<file path="config.mk">
export PLATFORM = sky130hd
export DESIGN_NAME = can_err_status
export DESIGN_NICKNAME = d
export VERILOG_FILES = /design/src/shared/can_err_pkg.sv /design/src/logic/can_err_status.sv
export SDC_FILE = /design/constraint.sdc
export NUM_CORES = 1
export LEC_CHECK = 0
export BUFFER_PORTS_ARGS = -buffer_cell sky130_fd_sc_hd__buf_2
export CAP_MARGIN = 20
export CORE_MARGIN = 1
export CORE_UTILIZATION = 30
export CTS_BUF_LIST = sky130_fd_sc_hd__clkbuf_4
export CTS_CLUSTER_DIAMETER = 200
export DETAILED_ROUTE_END_ITERATION = 10
export HOLD_SLACK_MARGIN = 0.12
export PLACE_DENSITY = 0.53
export SLEW_MARGIN = 15
export SYNTH_ARGS = -nofsm -noshare
export SYNTH_HDL_FRONTEND = slang
export SYNTH_SLANG_ARGS = --single-unit
export TNS_END_PERCENT = 50
</file>
<file path="constraint.sdc">
create_clock -name clk -period 5.64 [get_ports clk]
set_clock_uncertainty 0.2 [all_clocks]
set_input_delay 1.128 -clock clk [delete_from_list [all_inputs] [get_ports clk]]
set_output_delay 1.128 -clock clk [all_outputs]
set_load 0.01 [all_outputs]
</file>
<file path="src/shared/can_err_pkg.sv">
// constants and carriers for the error, status and option register block
`default_nettype none
package can_err_pkg;

  // ************
  // register byte offsets
  // ************
  localparam logic [7:0] OFF_CTL1 = 8'h04;
  localparam logic [7:0] OFF_TIMER = 8'h08;
  localparam logic [7:0] OFF_MASK = 8'h10;
  localparam logic [7:0] OFF_ERR0 = 8'h1c;
  localparam logic [7:0] OFF_ERR1 = 8'h20;
  localparam logic [7:0] OFF_AUX = 8'h40;

  // ************
  // option register field positions and masks
  // ************
  localparam int unsigned B_BUSOFF_IE = 15;
  localparam int unsigned B_ERRSUM_IE = 14;
  localparam int unsigned B_LOOP_SILENT = 12;
  localparam int unsigned B_TXWARN_IE = 11;
  localparam int unsigned B_RXWARN_IE = 10;
  localparam int unsigned B_TRIPLE = 7;
  localparam int unsigned B_NO_RECOV = 6;
  localparam int unsigned B_TSYNC = 5;
  localparam int unsigned B_TX_ORDER = 4;
  localparam int unsigned B_LISTEN = 3;
  localparam logic [15:0] CTL1_WMASK = 16'hdcf8;
  localparam logic [15:0] CTL1_INA_MASK = 16'h10b8;
  localparam logic [15:0] CTL1_RST = 16'h0000;

  // auxiliary control register fields
  localparam int unsigned B_WARN_EN = 0;
  localparam int unsigned B_SELF_RX_DIS = 1;
  localparam int unsigned B_TDC_EN = 2;
  localparam logic [2:0] AUX_RST = 3'h0;

  // ************
  // error flag register layout
  // ************
  localparam int unsigned E1_OVR = 21;
  localparam int unsigned E1_FDSUM = 20;
  localparam int unsigned E1_BOR = 19;
  localparam int unsigned E1_SYNC = 18;
  localparam int unsigned E1_TXW_EV = 17;
  localparam int unsigned E1_RXW_EV = 16;
  localparam int unsigned E1_STD_LSB = 10;

  // ************
  // reset values, thresholds and encodings
  // ************
  localparam logic [15:0] TIMER_RST = 16'h0000;
  localparam logic [31:0] MASK_RST = 32'h0000_0000;
  localparam logic [7:0] WARN_LIMIT = 8'h60;
  localparam logic [1:0] FS_ACTIVE = 2'h0;
  localparam logic [1:0] FS_PASSIVE = 2'h1;

  // fd data phase errors: [4] recessive [3] dominant [2] crc [1] form [0] stuff
  // all-format errors: [5] recessive [4] dominant [3] ack [2] crc [1] form [0] stuff
  typedef struct packed {
    logic [4:0] fd;
    logic [5:0] std;
  } err_evt_s;

  typedef struct packed {
    logic [7:0] fd_rx_err_count;
    logic [7:0] fd_tx_err_count;
    logic [7:0] rx_err_count;
    logic [7:0] tx_err_count;
  } err_cnt_s;

  typedef struct packed {
    logic bus_synced;
    logic bus_idle;
    logic transmitting;
    logic receiving;
    logic [1:0] fault_state;
  } bus_stat_s;

  typedef struct packed {
    logic triple_sample_sel;
    logic auto_recovery_off;
    logic tx_order_sel;
    logic listen_only_mode;
    logic loop_silent_mode;
    logic time_sync_en;
    logic self_rx_disable;
    logic tx_delay_comp_en;
    logic warn_feature_en;
  } opt_s;

  typedef enum logic [2:0] {
    ST_LIVE = 3'b001,
    ST_BLANK = 3'b010,
    ST_MON = 3'b100
  } fs_state_e;

endpackage
`default_nettype wire

</file>
<file path="src/logic/can_err_status.sv">
// error counters, error flags, options and timestamp register block
// Notes on behaviour
// - bit 15 enables the bus-off interrupt, bit 14 the error-summary interrupt
// - bit 12 loopback-silent; while set, self-rx-disable and delay-comp cannot be set
// - tx/rx warning interrupt enables writable only with warning feature on, else read zero
// - bit 7 chooses one or three samples per received bit
// - bit 6 set suppresses automatic bus-off recovery
// - bit 4 chooses priority order or lowest-number order for transmission
// - state 00 active, 01 passive, 1x bus-off; monitor plus reset blanks one bit
// - timer word shows the 16-bit timestamp counter, upper bits zero, word access only
// - mask bit 31 for rtr, 30 for ide, 28..0 for identifier; one compares
// - mask reset content undefined; writable only while inactive
// - counter word holds fd rx, fd tx, rx, tx counts; read-only unless inactive
// - fd counters may be written only with zero, only while inactive
// - fd data phase error flags in bits 31..26 without 29, cleared on read
// - bit 20 is the or of the five fd error flags
// - bit 21 sets when a new error comes while any error flag is set
// - bit 19 sets when the bus-off recovery sequence is seen
// - bit 18 shows bus synchronisation
// - bit 17 sets on tx warning rising, not while bus-off
// - bit 16 sets on rx warning rising, updated on networking-mode exit
// - bits 15..10 flag all-format errors, cleared on read, updated on networking exit
// - warning levels set while the matching counter is 96 or more
// - bits 7, 6, 3 show bus idle, transmitting, receiving; read-only
//
// Added by the designer: the Avalon-MM register port.
`timescale 1ns/1ps
`default_nettype none

module can_err_status
  import can_err_pkg::*;
(
  // clock, enable, reset
  input wire logic clk,
  input wire logic ce,
  input wire logic srst,
  // avalon-mm register slave
  input wire logic [7:0] avs_address,
  input wire logic avs_read,
  input wire logic avs_write,
  input wire logic [31:0] avs_writedata,
  input wire logic [3:0] avs_byteenable,
  output logic [31:0] avs_readdata,
  output logic avs_waitrequest,
  // unit mode and control
  input wire logic inactive_mode,
  input wire logic soft_reset_req,
  input wire logic pn_active,
  input wire logic pn_exit,
  input wire logic bit_tick,
  input wire logic ts_tick,
  // protocol engine reports
  input wire err_evt_s err_evt,
  input wire logic busoff_recov_evt,
  input wire logic cnt_load,
  input wire err_cnt_s cnt_in,
  input wire bus_stat_s stat_in,
  // options and values to the protocol engine
  output opt_s opt,
  output logic [31:0] mailbox_mask_bits,
  output logic [15:0] timestamp_value,
  output err_cnt_s err_counts,
  output logic [1:0] fault_confinement_state,
  // interrupt requests
  output logic busoff_irq,
  output logic err_summary_irq,
  output logic tx_warn_irq,
  output logic rx_warn_irq
);

  // ************
  // bus handshake
  // ************
  logic ack_q, ack_d;
  logic [31:0] rdata_q, rdata_d;
  logic req, rd_take, wr_take, word_ok;
  logic [31:0] rmux;

  // one wait state on every access keeps the read mux off the bus path
  always_comb
  begin
    req = avs_read | avs_write;
    ack_d = req & ~ack_q;
    rd_take = avs_read & ack_q;
    wr_take = avs_write & ack_q;
    word_ok = (avs_byteenable == 4'hf);
    rdata_d = (ack_d & avs_read) ? rmux : rdata_q;
  end

  always_ff @(posedge clk)
  begin
    if (srst)
    begin
      ack_q <= 1'b0;
      rdata_q <= 32'h0000_0000;
    end
    else if (ce)
    begin
      ack_q <= ack_d;
      rdata_q <= rdata_d;
    end
  end

  assign avs_waitrequest = req & ~(ack_q & ce);
  assign avs_readdata = rdata_q;

  // ************
  // option and auxiliary control registers
  // ************
  logic [15:0] ctl1_q, ctl1_d, ctl1_wm;
  logic [2:0] aux_q, aux_d;
  logic warn_en, loop_sil;

  assign warn_en = aux_q[B_WARN_EN];
  assign loop_sil = ctl1_q[B_LOOP_SILENT];

  // option bits are untouched by the soft reset request
  always_comb
  begin
    ctl1_wm = CTL1_WMASK;
    if (!inactive_mode)
      ctl1_wm = ctl1_wm & ~CTL1_INA_MASK;
    if (!warn_en)
    begin
      ctl1_wm[B_TXWARN_IE] = 1'b0;
      ctl1_wm[B_RXWARN_IE] = 1'b0;
    end
    ctl1_d = ctl1_q;
    if (wr_take && avs_address == OFF_CTL1)
      ctl1_d = (ctl1_q & ~ctl1_wm) | (avs_writedata[15:0] & ctl1_wm);
    aux_d = aux_q;
    if (wr_take && avs_address == OFF_AUX)
    begin
      aux_d[B_WARN_EN] = avs_writedata[B_WARN_EN];
      aux_d[B_SELF_RX_DIS] = avs_writedata[B_SELF_RX_DIS] & ~loop_sil;
      aux_d[B_TDC_EN] = avs_writedata[B_TDC_EN] & ~loop_sil;
    end
  end

  always_ff @(posedge clk)
  begin
    if (srst)
    begin
      ctl1_q <= CTL1_RST;
      aux_q <= AUX_RST;
    end
    else if (ce)
    begin
      ctl1_q <= ctl1_d;
      aux_q <= aux_d;
    end
  end

  // options to the engine; loop-silent also masks bits set before it
  always_comb
  begin
    opt.triple_sample_sel = ctl1_q[B_TRIPLE];
    opt.auto_recovery_off = ctl1_q[B_NO_RECOV];
    opt.tx_order_sel = ctl1_q[B_TX_ORDER];
    opt.listen_only_mode = ctl1_q[B_LISTEN];
    opt.loop_silent_mode = loop_sil;
    opt.time_sync_en = ctl1_q[B_TSYNC];
    opt.self_rx_disable = aux_q[B_SELF_RX_DIS] & ~loop_sil;
    opt.tx_delay_comp_en = aux_q[B_TDC_EN] & ~loop_sil;
    opt.warn_feature_en = warn_en;
  end

  // ************
  // timestamp counter and public mailbox mask
  // ************
  logic [15:0] ts_q, ts_d;
  logic [31:0] mask_q, mask_d;

  always_comb
  begin
    ts_d = ts_q;
    if (soft_reset_req)
      ts_d = TIMER_RST;
    else if (wr_take && avs_address == OFF_TIMER && word_ok)
      ts_d = avs_writedata[15:0];
    else if (ts_tick)
      ts_d = ts_q + 16'h0001;
    mask_d = mask_q;
    if (wr_take && avs_address == OFF_MASK && inactive_mode)
      mask_d = avs_writedata;
  end

  // mask has no meaningful reset content; zero is chosen for determinism
  always_ff @(posedge clk)
  begin
    if (srst)
    begin
      ts_q <= TIMER_RST;
      mask_q <= MASK_RST;
    end
    else if (ce)
    begin
      ts_q <= ts_d;
      mask_q <= mask_d;
    end
  end

  assign timestamp_value = ts_q;
  assign mailbox_mask_bits = mask_q;

  // ************
  // error counters
  // ************
  err_cnt_s cnt_q, cnt_d;
  logic tx_lvl, rx_lvl;

  // engine updates win over a software write in the same cycle
  always_comb
  begin
    cnt_d = cnt_q;
    if (soft_reset_req)
      cnt_d = '0;
    else if (cnt_load)
      cnt_d = cnt_in;
    else if (wr_take && avs_address == OFF_ERR0 && word_ok && inactive_mode)
    begin
      cnt_d.rx_err_count = avs_writedata[15:8];
      cnt_d.tx_err_count = avs_writedata[7:0];
      if (avs_writedata[31:24] == 8'h00)
        cnt_d.fd_rx_err_count = 8'h00;
      if (avs_writedata[23:16] == 8'h00)
        cnt_d.fd_tx_err_count = 8'h00;
    end
  end

  always_ff @(posedge clk)
  begin
    if (srst)
      cnt_q <= '0;
    else if (ce)
      cnt_q <= cnt_d;
  end

  assign err_counts = cnt_q;
  assign tx_lvl = (cnt_q.tx_err_count >= WARN_LIMIT);
  assign rx_lvl = (cnt_q.rx_err_count >= WARN_LIMIT);

  // ************
  // error and event flags
  // ************
  logic [4:0] fd_q, fd_d;
  logic [5:0] std_q, std_d, pend_q, pend_d, std_set;
  logic ovr_q, ovr_d, bor_q, bor_d, txw_q, txw_d, rxw_q, rxw_d;
  logic txl_q, rxl_q, prxw_q, prxw_d, rxw_set;
  logic rise_tx, rise_rx, any_flag, new_err, e1_rd, e1_wr;
  logic [31:0] rclr, wclr;

  // only bits that were actually returned are cleared, so an event
  // landing during the wait state survives the read
  always_comb
  begin
    e1_rd = rd_take && avs_address == OFF_ERR1;
    e1_wr = wr_take && avs_address == OFF_ERR1;
    rclr = e1_rd ? rdata_q : 32'h0000_0000;
    wclr = e1_wr ? avs_writedata : 32'h0000_0000;
    rise_tx = tx_lvl & ~txl_q & warn_en & ~stat_in.fault_state[1];
    rise_rx = rx_lvl & ~rxl_q & warn_en;
    any_flag = (|fd_q) | (|std_q);
    new_err = (|err_evt.fd) | (|err_evt.std);
    // while in pretended networking, hold all-format error events and rx warning rises back until the exit
    pend_d = pend_q;
    prxw_d = prxw_q;
    std_set = 6'h00;
    rxw_set = 1'b0;
    if (pn_active)
    begin
      pend_d = pend_q | err_evt.std;
      prxw_d = prxw_q | rise_rx;
    end
    else
    begin
      std_set = err_evt.std;
      rxw_set = rise_rx;
    end
    if (pn_exit)
    begin
      std_set = std_set | pend_d;
      rxw_set = rxw_set | prxw_d;
      pend_d = 6'h00;
      prxw_d = 1'b0;
    end
    // set wins over clear for every flag
    fd_d = (fd_q & ~{rclr[31:30], rclr[28:26]}) | err_evt.fd;
    std_d = (std_q & ~rclr[15:10]) | std_set;
    ovr_d = (ovr_q & ~wclr[E1_OVR]) | (new_err & any_flag);
    bor_d = (bor_q & ~wclr[E1_BOR]) | busoff_recov_evt;
    txw_d = (txw_q & ~wclr[E1_TXW_EV]) | rise_tx;
    rxw_d = (rxw_q & ~wclr[E1_RXW_EV]) | rxw_set;
    if (soft_reset_req)
    begin
      fd_d = 5'h00;
      std_d = 6'h00;
      ovr_d = 1'b0;
      bor_d = 1'b0;
      txw_d = 1'b0;
      rxw_d = 1'b0;
      pend_d = 6'h00;
      prxw_d = 1'b0;
    end
  end

  always_ff @(posedge clk)
  begin
    if (srst)
    begin
      fd_q <= 5'h00;
      std_q <= 6'h00;
      pend_q <= 6'h00;
      ovr_q <= 1'b0;
      bor_q <= 1'b0;
      txw_q <= 1'b0;
      rxw_q <= 1'b0;
      prxw_q <= 1'b0;
      txl_q <= 1'b0;
      rxl_q <= 1'b0;
    end
    else if (ce)
    begin
      fd_q <= fd_d;
      std_q <= std_d;
      pend_q <= pend_d;
      ovr_q <= ovr_d;
      bor_q <= bor_d;
      txw_q <= txw_d;
      rxw_q <= rxw_d;
      prxw_q <= prxw_d;
      txl_q <= tx_lvl;
      rxl_q <= rx_lvl;
    end
  end

  // ************
  // fault confinement state display
  // ************
  fs_state_e fs_q, fs_d;
  logic [1:0] fsv_q, fsv_d;

  // monitor mode plus soft reset blanks the field for one bit time
  always_comb
  begin
    fs_d = fs_q;
    case (fs_q)
      ST_LIVE:
        if (ctl1_q[B_LISTEN] && soft_reset_req)
          fs_d = ST_BLANK;
      ST_BLANK:
        if (bit_tick)
          fs_d = ST_MON;
      ST_MON:
        if (!ctl1_q[B_LISTEN])
          fs_d = ST_LIVE;
      default:
        fs_d = ST_LIVE;
    endcase
    case (fs_d)
      ST_BLANK: fsv_d = FS_ACTIVE;
      ST_MON: fsv_d = FS_PASSIVE;
      default: fsv_d = stat_in.fault_state;
    endcase
  end

  always_ff @(posedge clk)
  begin
    if (srst)
    begin
      fs_q <= ST_LIVE;
      fsv_q <= FS_ACTIVE;
    end
    else if (ce)
    begin
      fs_q <= fs_d;
      fsv_q <= fsv_d;
    end
  end

  assign fault_confinement_state = fsv_q;

  // ************
  // read mux and interrupt lines
  // ************
  logic [15:0] ctl1_rd;

  always_comb
  begin
    ctl1_rd = ctl1_q;
    ctl1_rd[B_TXWARN_IE] = ctl1_q[B_TXWARN_IE] & warn_en;
    ctl1_rd[B_RXWARN_IE] = ctl1_q[B_RXWARN_IE] & warn_en;
    rmux = 32'h0000_0000;
    case (avs_address)
      OFF_CTL1: rmux = {16'h0000, ctl1_rd};
      OFF_TIMER: rmux = word_ok ? {16'h0000, ts_q} : 32'h0000_0000;
      OFF_MASK: rmux = mask_q;
      OFF_ERR0: rmux = word_ok ? cnt_q : 32'h0000_0000;
      OFF_AUX: rmux = {29'h0000_0000, aux_q};
      OFF_ERR1:
      begin
        rmux[31:30] = fd_q[4:3];
        rmux[28:26] = fd_q[2:0];
        rmux[E1_OVR] = ovr_q;
        rmux[E1_FDSUM] = |fd_q;
        rmux[E1_BOR] = bor_q;
        rmux[E1_SYNC] = stat_in.bus_synced;
        rmux[E1_TXW_EV] = txw_q;
        rmux[E1_RXW_EV] = rxw_q;
        rmux[15:10] = std_q;
        rmux[9] = tx_lvl;
        rmux[8] = rx_lvl;
        rmux[7] = stat_in.bus_idle;
        rmux[6] = stat_in.transmitting;
        rmux[5:4] = fsv_q;
        rmux[3] = stat_in.receiving;
        rmux[2] = fsv_q[1];
        rmux[1] = |std_q;
      end
      default: rmux = 32'h0000_0000;
    endcase
  end

  // requests drop as soon as the flag is cleared or the enable removed
  assign busoff_irq = ctl1_q[B_BUSOFF_IE] & fsv_q[1];
  assign err_summary_irq = ctl1_q[B_ERRSUM_IE] & (|std_q);
  assign tx_warn_irq = ctl1_rd[B_TXWARN_IE] & txw_q;
  assign rx_warn_irq = ctl1_rd[B_RXWARN_IE] & rxw_q;

endmodule

`default_nettype wire

</file>
==> results of run 1 <==
worst max-delay path by stage:
stage / start / to / slack, ns / cells after the start
floorplan: ce / avs_waitrequest / 2.53 / 3
global placement: avs_address[6] / err_counts[19] / 1.73 / 7
detailed placement: avs_address[6] / err_counts[29] / 1.66 / 7
CTS: avs_address[6] / err_counts[29] / 2.27 / 7
global route: avs_address[6] / err_counts[20] / 2.06 / 7
finish: avs_address[6] / err_counts[22] / 2.18 / 7
metrics by stage:
step	worst slack [ns]	instances	hold WS, ns	power (mW)	util [%]
detailed placement	1.66	1431	0.247	1.37	36.4
global route	2.06	1465	0.290	2.11	37.6
finish	2.18	1466	0.264	2.03	37.6
global placement	1.73	1431	0.242	1.37	36.4
CTS	2.27	1463	0.265	2.04	37.5
floorplan	2.53	935	0.234	1.26	-
worst register-to-register path, delay by kind of cell (launching register included):
| kind | cells | cell delay, ns |
|---|---|---|
| muxes | 1 | 0.26 |
| AOI/OAI and AO/OA | 2 | 1.10 |
| and+or+nand+nor | 1 | 0.51 |
| DFF | 1 | 0.53 |
kinds of logic after synthesis:
group / synth area share [%]
xor gates and xnor gates: 0.116
and+or+nand+nor: 25.4
adders and majority gates: 0.165
AOI/OAI and AO/OA: 22.9
DFF: 41.0
muxes: 5.55
buffers and inverters: 4.94
routing by layer:
layer | vias to the layer above | wire (µm)
li1 | 3797 | -
met4 | 0 | 338
met1 | 3860 | 14100
met2 | 298 | 14000
met5 | - | 0
met3 | 17 | 1990
state kept, by name, summed over array words and instances (netlist names), named ones only:
name                     count
avs_readdata                32
err_counts                  32
mailbox_mask_bits           32
timestamp_value             16
pend_q                       6
std_q                        6
fd_q                         5
aux_q                        3
ctl1_q                       3
fs_q                         3
fault_confinement_state      2
ack_q                        1
bor_q                        1
ovr_q                        1
prxw_q                       1
rxl_q                        1
rxw_q                        1
txl_q                        1
txw_q                        1
synth_stat cells, types with 6 or more instances:
master	count
nor2_1	44
nand2_1	170
o21ai_0	40
buf_4	9
or3_1	18
a222oi_1	14
nand3_1	34
nor4_1	14
nor3b_1	7
clkbuf_1	52
nand2b_1	7
nand4_1	10
a21oi_1	110
a211oi_1	10
o21a_1	9
nor2b_1	6
o21ai_1	7
a221oi_1	8
a22oi_1	26
and2_1	8
mux2i_1	42
nor3_1	13
o211ai_1	8
and3_1	17
dfxtp_1	155
o31ai_1	6
buf_2	10
power groups by stage:
stage	Clock [mW]	Combinational [mW]	Sequential (mW)
final	0.683	0.220	1.13
after global routing	0.736	0.238	1.13
after CTS	0.694	0.219	1.13
after detailed placement	0	0.219	1.16
after global placement	0	0.218	1.16
after floorplan	0	0.108	1.15
cell type report:
type / count / share of cell area (%)
Sequential cell: 155 / 33.6
Multi-Input combinational cell: 697 / 44.5
Inverter: 6 / 0.244
Timing Repair Buffer: 250 / 14.3
Antenna cell: 2 / 0.0542
Clock inverter: 13 / 1.38
Tap cell: 324 / 4.39
Clock buffer: 19 / 1.54
==> metrics.md, run 1 <==
| Metric | Value |
|---|---|
| First-pass GRT wire length | 45,500 µm |
| Via count | 7,972 |
| Crit-path max FO | 34 |
| Routed Antenna Nets | 0 |
| Worst r2r dst | err_counts[22] |
| 1st-pass router iterations | 5 |
| Sink Count | 155 |
| CP Capture Type | flop |
| HP Class | flop to flop |
| Placed instance area | 8930 µm² |
| Max_cap viols | 0 |
| Grt total ovfl | 0 |
| Clock share of power | 33.6% |
| Worst Reg-to-Reg Cells | 4 |
| Prevailing post-synth register cell | dfxtp_1 |
| Critical Path RT | 5.93 ns |
| Post-synthesis register bit count | 155 |
| Area grow syn2layout | 22.0% |
| Switching Fraction | 28.4% |
| Setup TNS | 0 ns |
| # resized after CTS | 0 |
| Bufs on Longest Clock Path | 2 |
| Post-Synthesis Cell Area | 7570 µm² |
| Crit start category | input pin |
| Worst path top cell family by delay | compound AO/OA/AOI/OAI gates |
| TritonCTS Buffers | 17 |
| FF+latch area | 3100 µm² |
| Crit Path Class | input pin to flop |
| Avg Cell Area, Syn | 8.10 µm² |
| Crit-path slowest cell | a21oi_2 |
| HPWL after DPL | 22,200 µm |
| Number of buffers and inverters on the critical path | 2 |
| Root Driver | clkbuf_4 |
| Slew HR | 36.3% |
| Multi-input combinational cell area | 4110 µm² |
| Initial DRC Count | 896 |
| Initial antenna violation count | 2 |
| Die H | 161 µm |
| Yosys top cell by area | dfxtp_1 |
| Status | completed |
| Critical Path AT | 3.75 ns |
| Clock-pin slew on the worst setup and hold paths | 0.13 ns |
| HP Start | avs_readdata[18] |
| Commonest non-fill, non-tap cell in the layout | buf_2 |
| RSZ-0062 raised after global routing | false |
| Initial Util | 30.9% |
| VDD IR max | 0.104 mV |
| Yosys warns | 0 |
| Endpoints failing hold | 0 |
| Worst R2R Setup Slack | 2.98 ns |
| Worst r2r src | ack_q |
| Later-pin clock latency in the skew report | 0.57 ns |
| Core Rows | 57 |
| Vias per cell | 5.44 |
| Total wire length | 30,400 µm |
| Static Leak | 3.68 nW |
| Met3 GRT Util | 4.49% |
| Hold Path Sink | avs_readdata[18] |
| Hold-critical path depth | 2 |
| Pin count of the biggest net entering global routing | 63 |
| Critical path cell sequence | buf_2 -> or3_1 -> nor4_4 -> buf_4 -> a31oi_4 -> a21oi_2 -> mux2i_1 |
| Busiest grt layer | met2 |
| Psw | 577 µW |
| Share of cells above drive strength 1 | 26.6% |
| Sequential fraction of the synthesis area | 41.0% |
| # setup viols final | 0 |
| Seq pwr share | 55.6% |
| Fin. max-slew vios | 0 |
| # DRC | 0 |
| Syn nets | 1,042 |
| Async S/R FF share, synth | 0% |
| Slew at the pin closest to its max-slew limit | 0.952 ns |
| Crit path time final | 3.46 ns |
| I/O Buffers | 233 |
| Post-synth EDFFs | 0 |
| Total track usage | 23.1% |
| Largest cells by area after synthesis | dfxtp_1, nand2_1, a21oi_1 |
| H-tree depth | 4 |
| Hold Buf Count CTS | 0 |
| Power density over the cells | 220 nW/µm² |
| GR Layer Usage met1 | 32.6% |
| Avg WL per Cell | 20.7 µm |
| Fillcell total | 2,716 |
| # IOs | 234 |
| Vias in the first global route | 7,331 |
| Synthesized netlist cell count | 935 |
| Die area | 25,900 µm² |
| Final period utilization | 61.4% |
| Netlist cell types | 68 |
| Post-CTS setup buffers | 0 |
| Critical Path Max Stage Delay | 0.65 ns |
| Area share of the largest cell type after synthesis | 41.0% |
| Die width | 161 µm |
| Nets | 1,234 |
| Commonest cells after routing, fill and taps aside | buf_2, nand2_1, dfxtp_1, a21oi_1, nor2_1 |
| Core Area | 24,500 µm² |
| Comb pwr share | 10.8% |
| Post-Layout Inst Area | 9230 µm² |
| TritonCTS clock tree | yes |
| RePlAce Congestion | 0.845 |
| Internal power | 1.46 mW |
| Maximum clock frequency | 289 MHz |
| Met2 Resource Use GR | 36.0% |
Power figures use the tool's default switching activity.
==> run 2: changes to the inputs <==
Settings changed: PLACE_DENSITY 0.53 to 0.54.
Clock period 5.64 ns to 3 ns, I/O delays scaled along.
==> metrics.md, run 2 (synthesis results as in run 1) <==
| Metric | Value |
|---|---|
| Status | completed |
| Switching Fraction | 27.3% |
| Crit path time final | 2.61 ns |
| Avg WL per Cell | 20.4 µm |
| Worst path top cell family by delay | simple AND/OR/NAND/NOR gates |
| Hold Buf Count CTS | 56 |
| Crit start category | flop |
| Comb pwr share | 11.9% |
| Slew HR | 33.5% |
| Total track usage | 24.0% |
| Core Area | 24,500 µm² |
| Static Leak | 4.05 nW |
| Initial DRC Count | 809 |
| Die width | 161 µm |
| Worst slack, placed | 0.0472 ns |
| GR Layer Usage met1 | 33.8% |
| Core Rows | 57 |
| Vias per cell | 5.43 |
| Later-pin clock latency in the skew report | 0.56 ns |
| 1st-pass router iterations | 8 |
| Commonest non-fill, non-tap cell in the layout | buf_2 |
| Bufs on Longest Clock Path | 2 |
| Critical Path Max Stage Delay | 0.36 ns |
| HP Class | input pin to flop |
| Power density over the cells | 406 nW/µm² |
| Fillcell total | 2,577 |
| Final WS setup | 0.388 ns |
| Die area | 25,900 µm² |
| Internal power | 2.95 mW |
| FF+latch area | 3100 µm² |
| Setup TNS | 0 ns |
| Critical Path AT | 1.81 ns |
| TritonCTS Buffers | 17 |
| Grt total ovfl | 0 |
| Slew at the pin closest to its max-slew limit | 0.993 ns |
| Multi-input combinational cell area | 4110 µm² |
| Crit-path max FO | 3 |
| Crit-path slowest cell | dfxtp_1 |
| Critical Path RT | 2.20 ns |
| Total wire length | 31,500 µm |
| CP Capture Type | output pin |
| # setup viols final | 0 |
| Die H | 161 µm |
| H-tree depth | 4 |
| Commonest cells after routing, fill and taps aside | buf_2, nand2_1, dfxtp_1, a21oi_1, dlygate4sd3_1 |
| Routed Antenna Nets | 0 |
| RSZ-0062 raised after global routing | false |
| Root Driver | clkbuf_4 |
| Via count | 8,395 |
| Clock share of power | 35.8% |
| Initial Util | 30.9% |
| TritonCTS clock tree | yes |
| Pin count of the biggest net entering global routing | 55 |
| Post-Layout Inst Area | 10,000 µm² |
| Number of buffers and inverters on the critical path | 1 |
| Sink Count | 155 |
| Maximum clock frequency | 383 MHz |
| # IOs | 234 |
| Fin. max-slew vios | 0 |
| HPWL after DPL | 23,000 µm |
| Met3 GRT Util | 3.74% |
| Endpoints failing hold | 0 |
| Clock-pin slew on the worst setup and hold paths | 0.13 ns |
| Area grow syn2layout | 32.3% |
| VDD IR max | 0.219 mV |
| Final period utilization | 87.1% |
| # DRC | 0 |
| RePlAce Congestion | 0.865 |
| Psw | 1.11 mW |
| Seq pwr share | 52.3% |
| Busiest grt layer | met2 |
| Max_cap viols | 0 |
| Share of cells above drive strength 1 | 26.6% |
| Post-CTS setup buffers | 0 |
| First-pass GRT wire length | 47,700 µm |
| # resized after CTS | 0 |
| Vias in the first global route | 7,798 |
| Placed instance area | 9140 µm² |
| Crit Path Class | flop to output pin |
| Met2 Resource Use GR | 37.5% |
| Critical path cell sequence | nor4_1 -> nand2_1 -> and2_1 -> buf_2 |
| Initial antenna violation count | 2 |
| Power consumption | 4.06 mW |
| I/O Buffers | 233 |
| Nets | 1,313 |
## run 2: metal layers
metal | wire length, µm | share of wire [%] | vias up
met5 | 0 | 0 | -
met4 | 673 | 2.1 | 0
met3 | 2190 | 7.0 | 41
met2 | 14400 | 46 | 370
met1 | 14300 | 45 | 4030
li1 | - | - | 3954
## run 2: final cells by class
| type | instances | share of cell area, % |
|---|---|---|
| diodes | 2 | 0.0500 |
| clock buffers | 18 | 1.35 |
| clock inverters | 14 | 1.77 |
| inverters | 6 | 0.225 |
| multi-input cells | 697 | 41.1 |
| flip-flops and latches | 155 | 31.0 |
| well taps | 324 | 4.05 |
| repair buffers | 329 | 20.5 |
## run 2: power groups by stage
stage / registers (mW) / logic, mW / clock network [mW]
after CTS: 2.13 / 0.480 / 1.48
after detailed placement: 2.17 / 0.421 / 0
after floorplan: 2.17 / 0.203 / 0
after global routing: 2.13 / 0.519 / 1.56
after global placement: 2.17 / 0.422 / 0
final: 2.13 / 0.484 / 1.45
## run 2: tightest hold or removal path, cell delays in order
cell	delay (ns)
buf_2	0.14
nand2_1	0.07
a21oi_1	0.05
## run 2: final timing paths
kind | slack (ns) | cells past startpoint | end | start
max | 0.39 | 4 | err_summary_irq | std_q[1]
min | 0.16 | 3 | mailbox_mask_bits[15] | avs_writedata[15]
max reg2reg | 0.52 | 5 | timestamp_value[13] | timestamp_value[1]
min reg2reg | 0.26 | 2 | avs_readdata[17] | avs_readdata[17]
## run 2: through the flow
| stage | std cells | utilization [%] | hold slack [ns] |
|---|---|---|---|
| floorplan | 935 | - | 0.234 |
| global placement | 1455 | 37.2 | 0.244 |
| detailed placement | 1455 | 37.2 | 0.243 |
| CTS | 1543 | 40.8 | 0.121 |
| global route | 1545 | 40.8 | 0.121 |
| finish | 1545 | 40.8 | 0.165 |
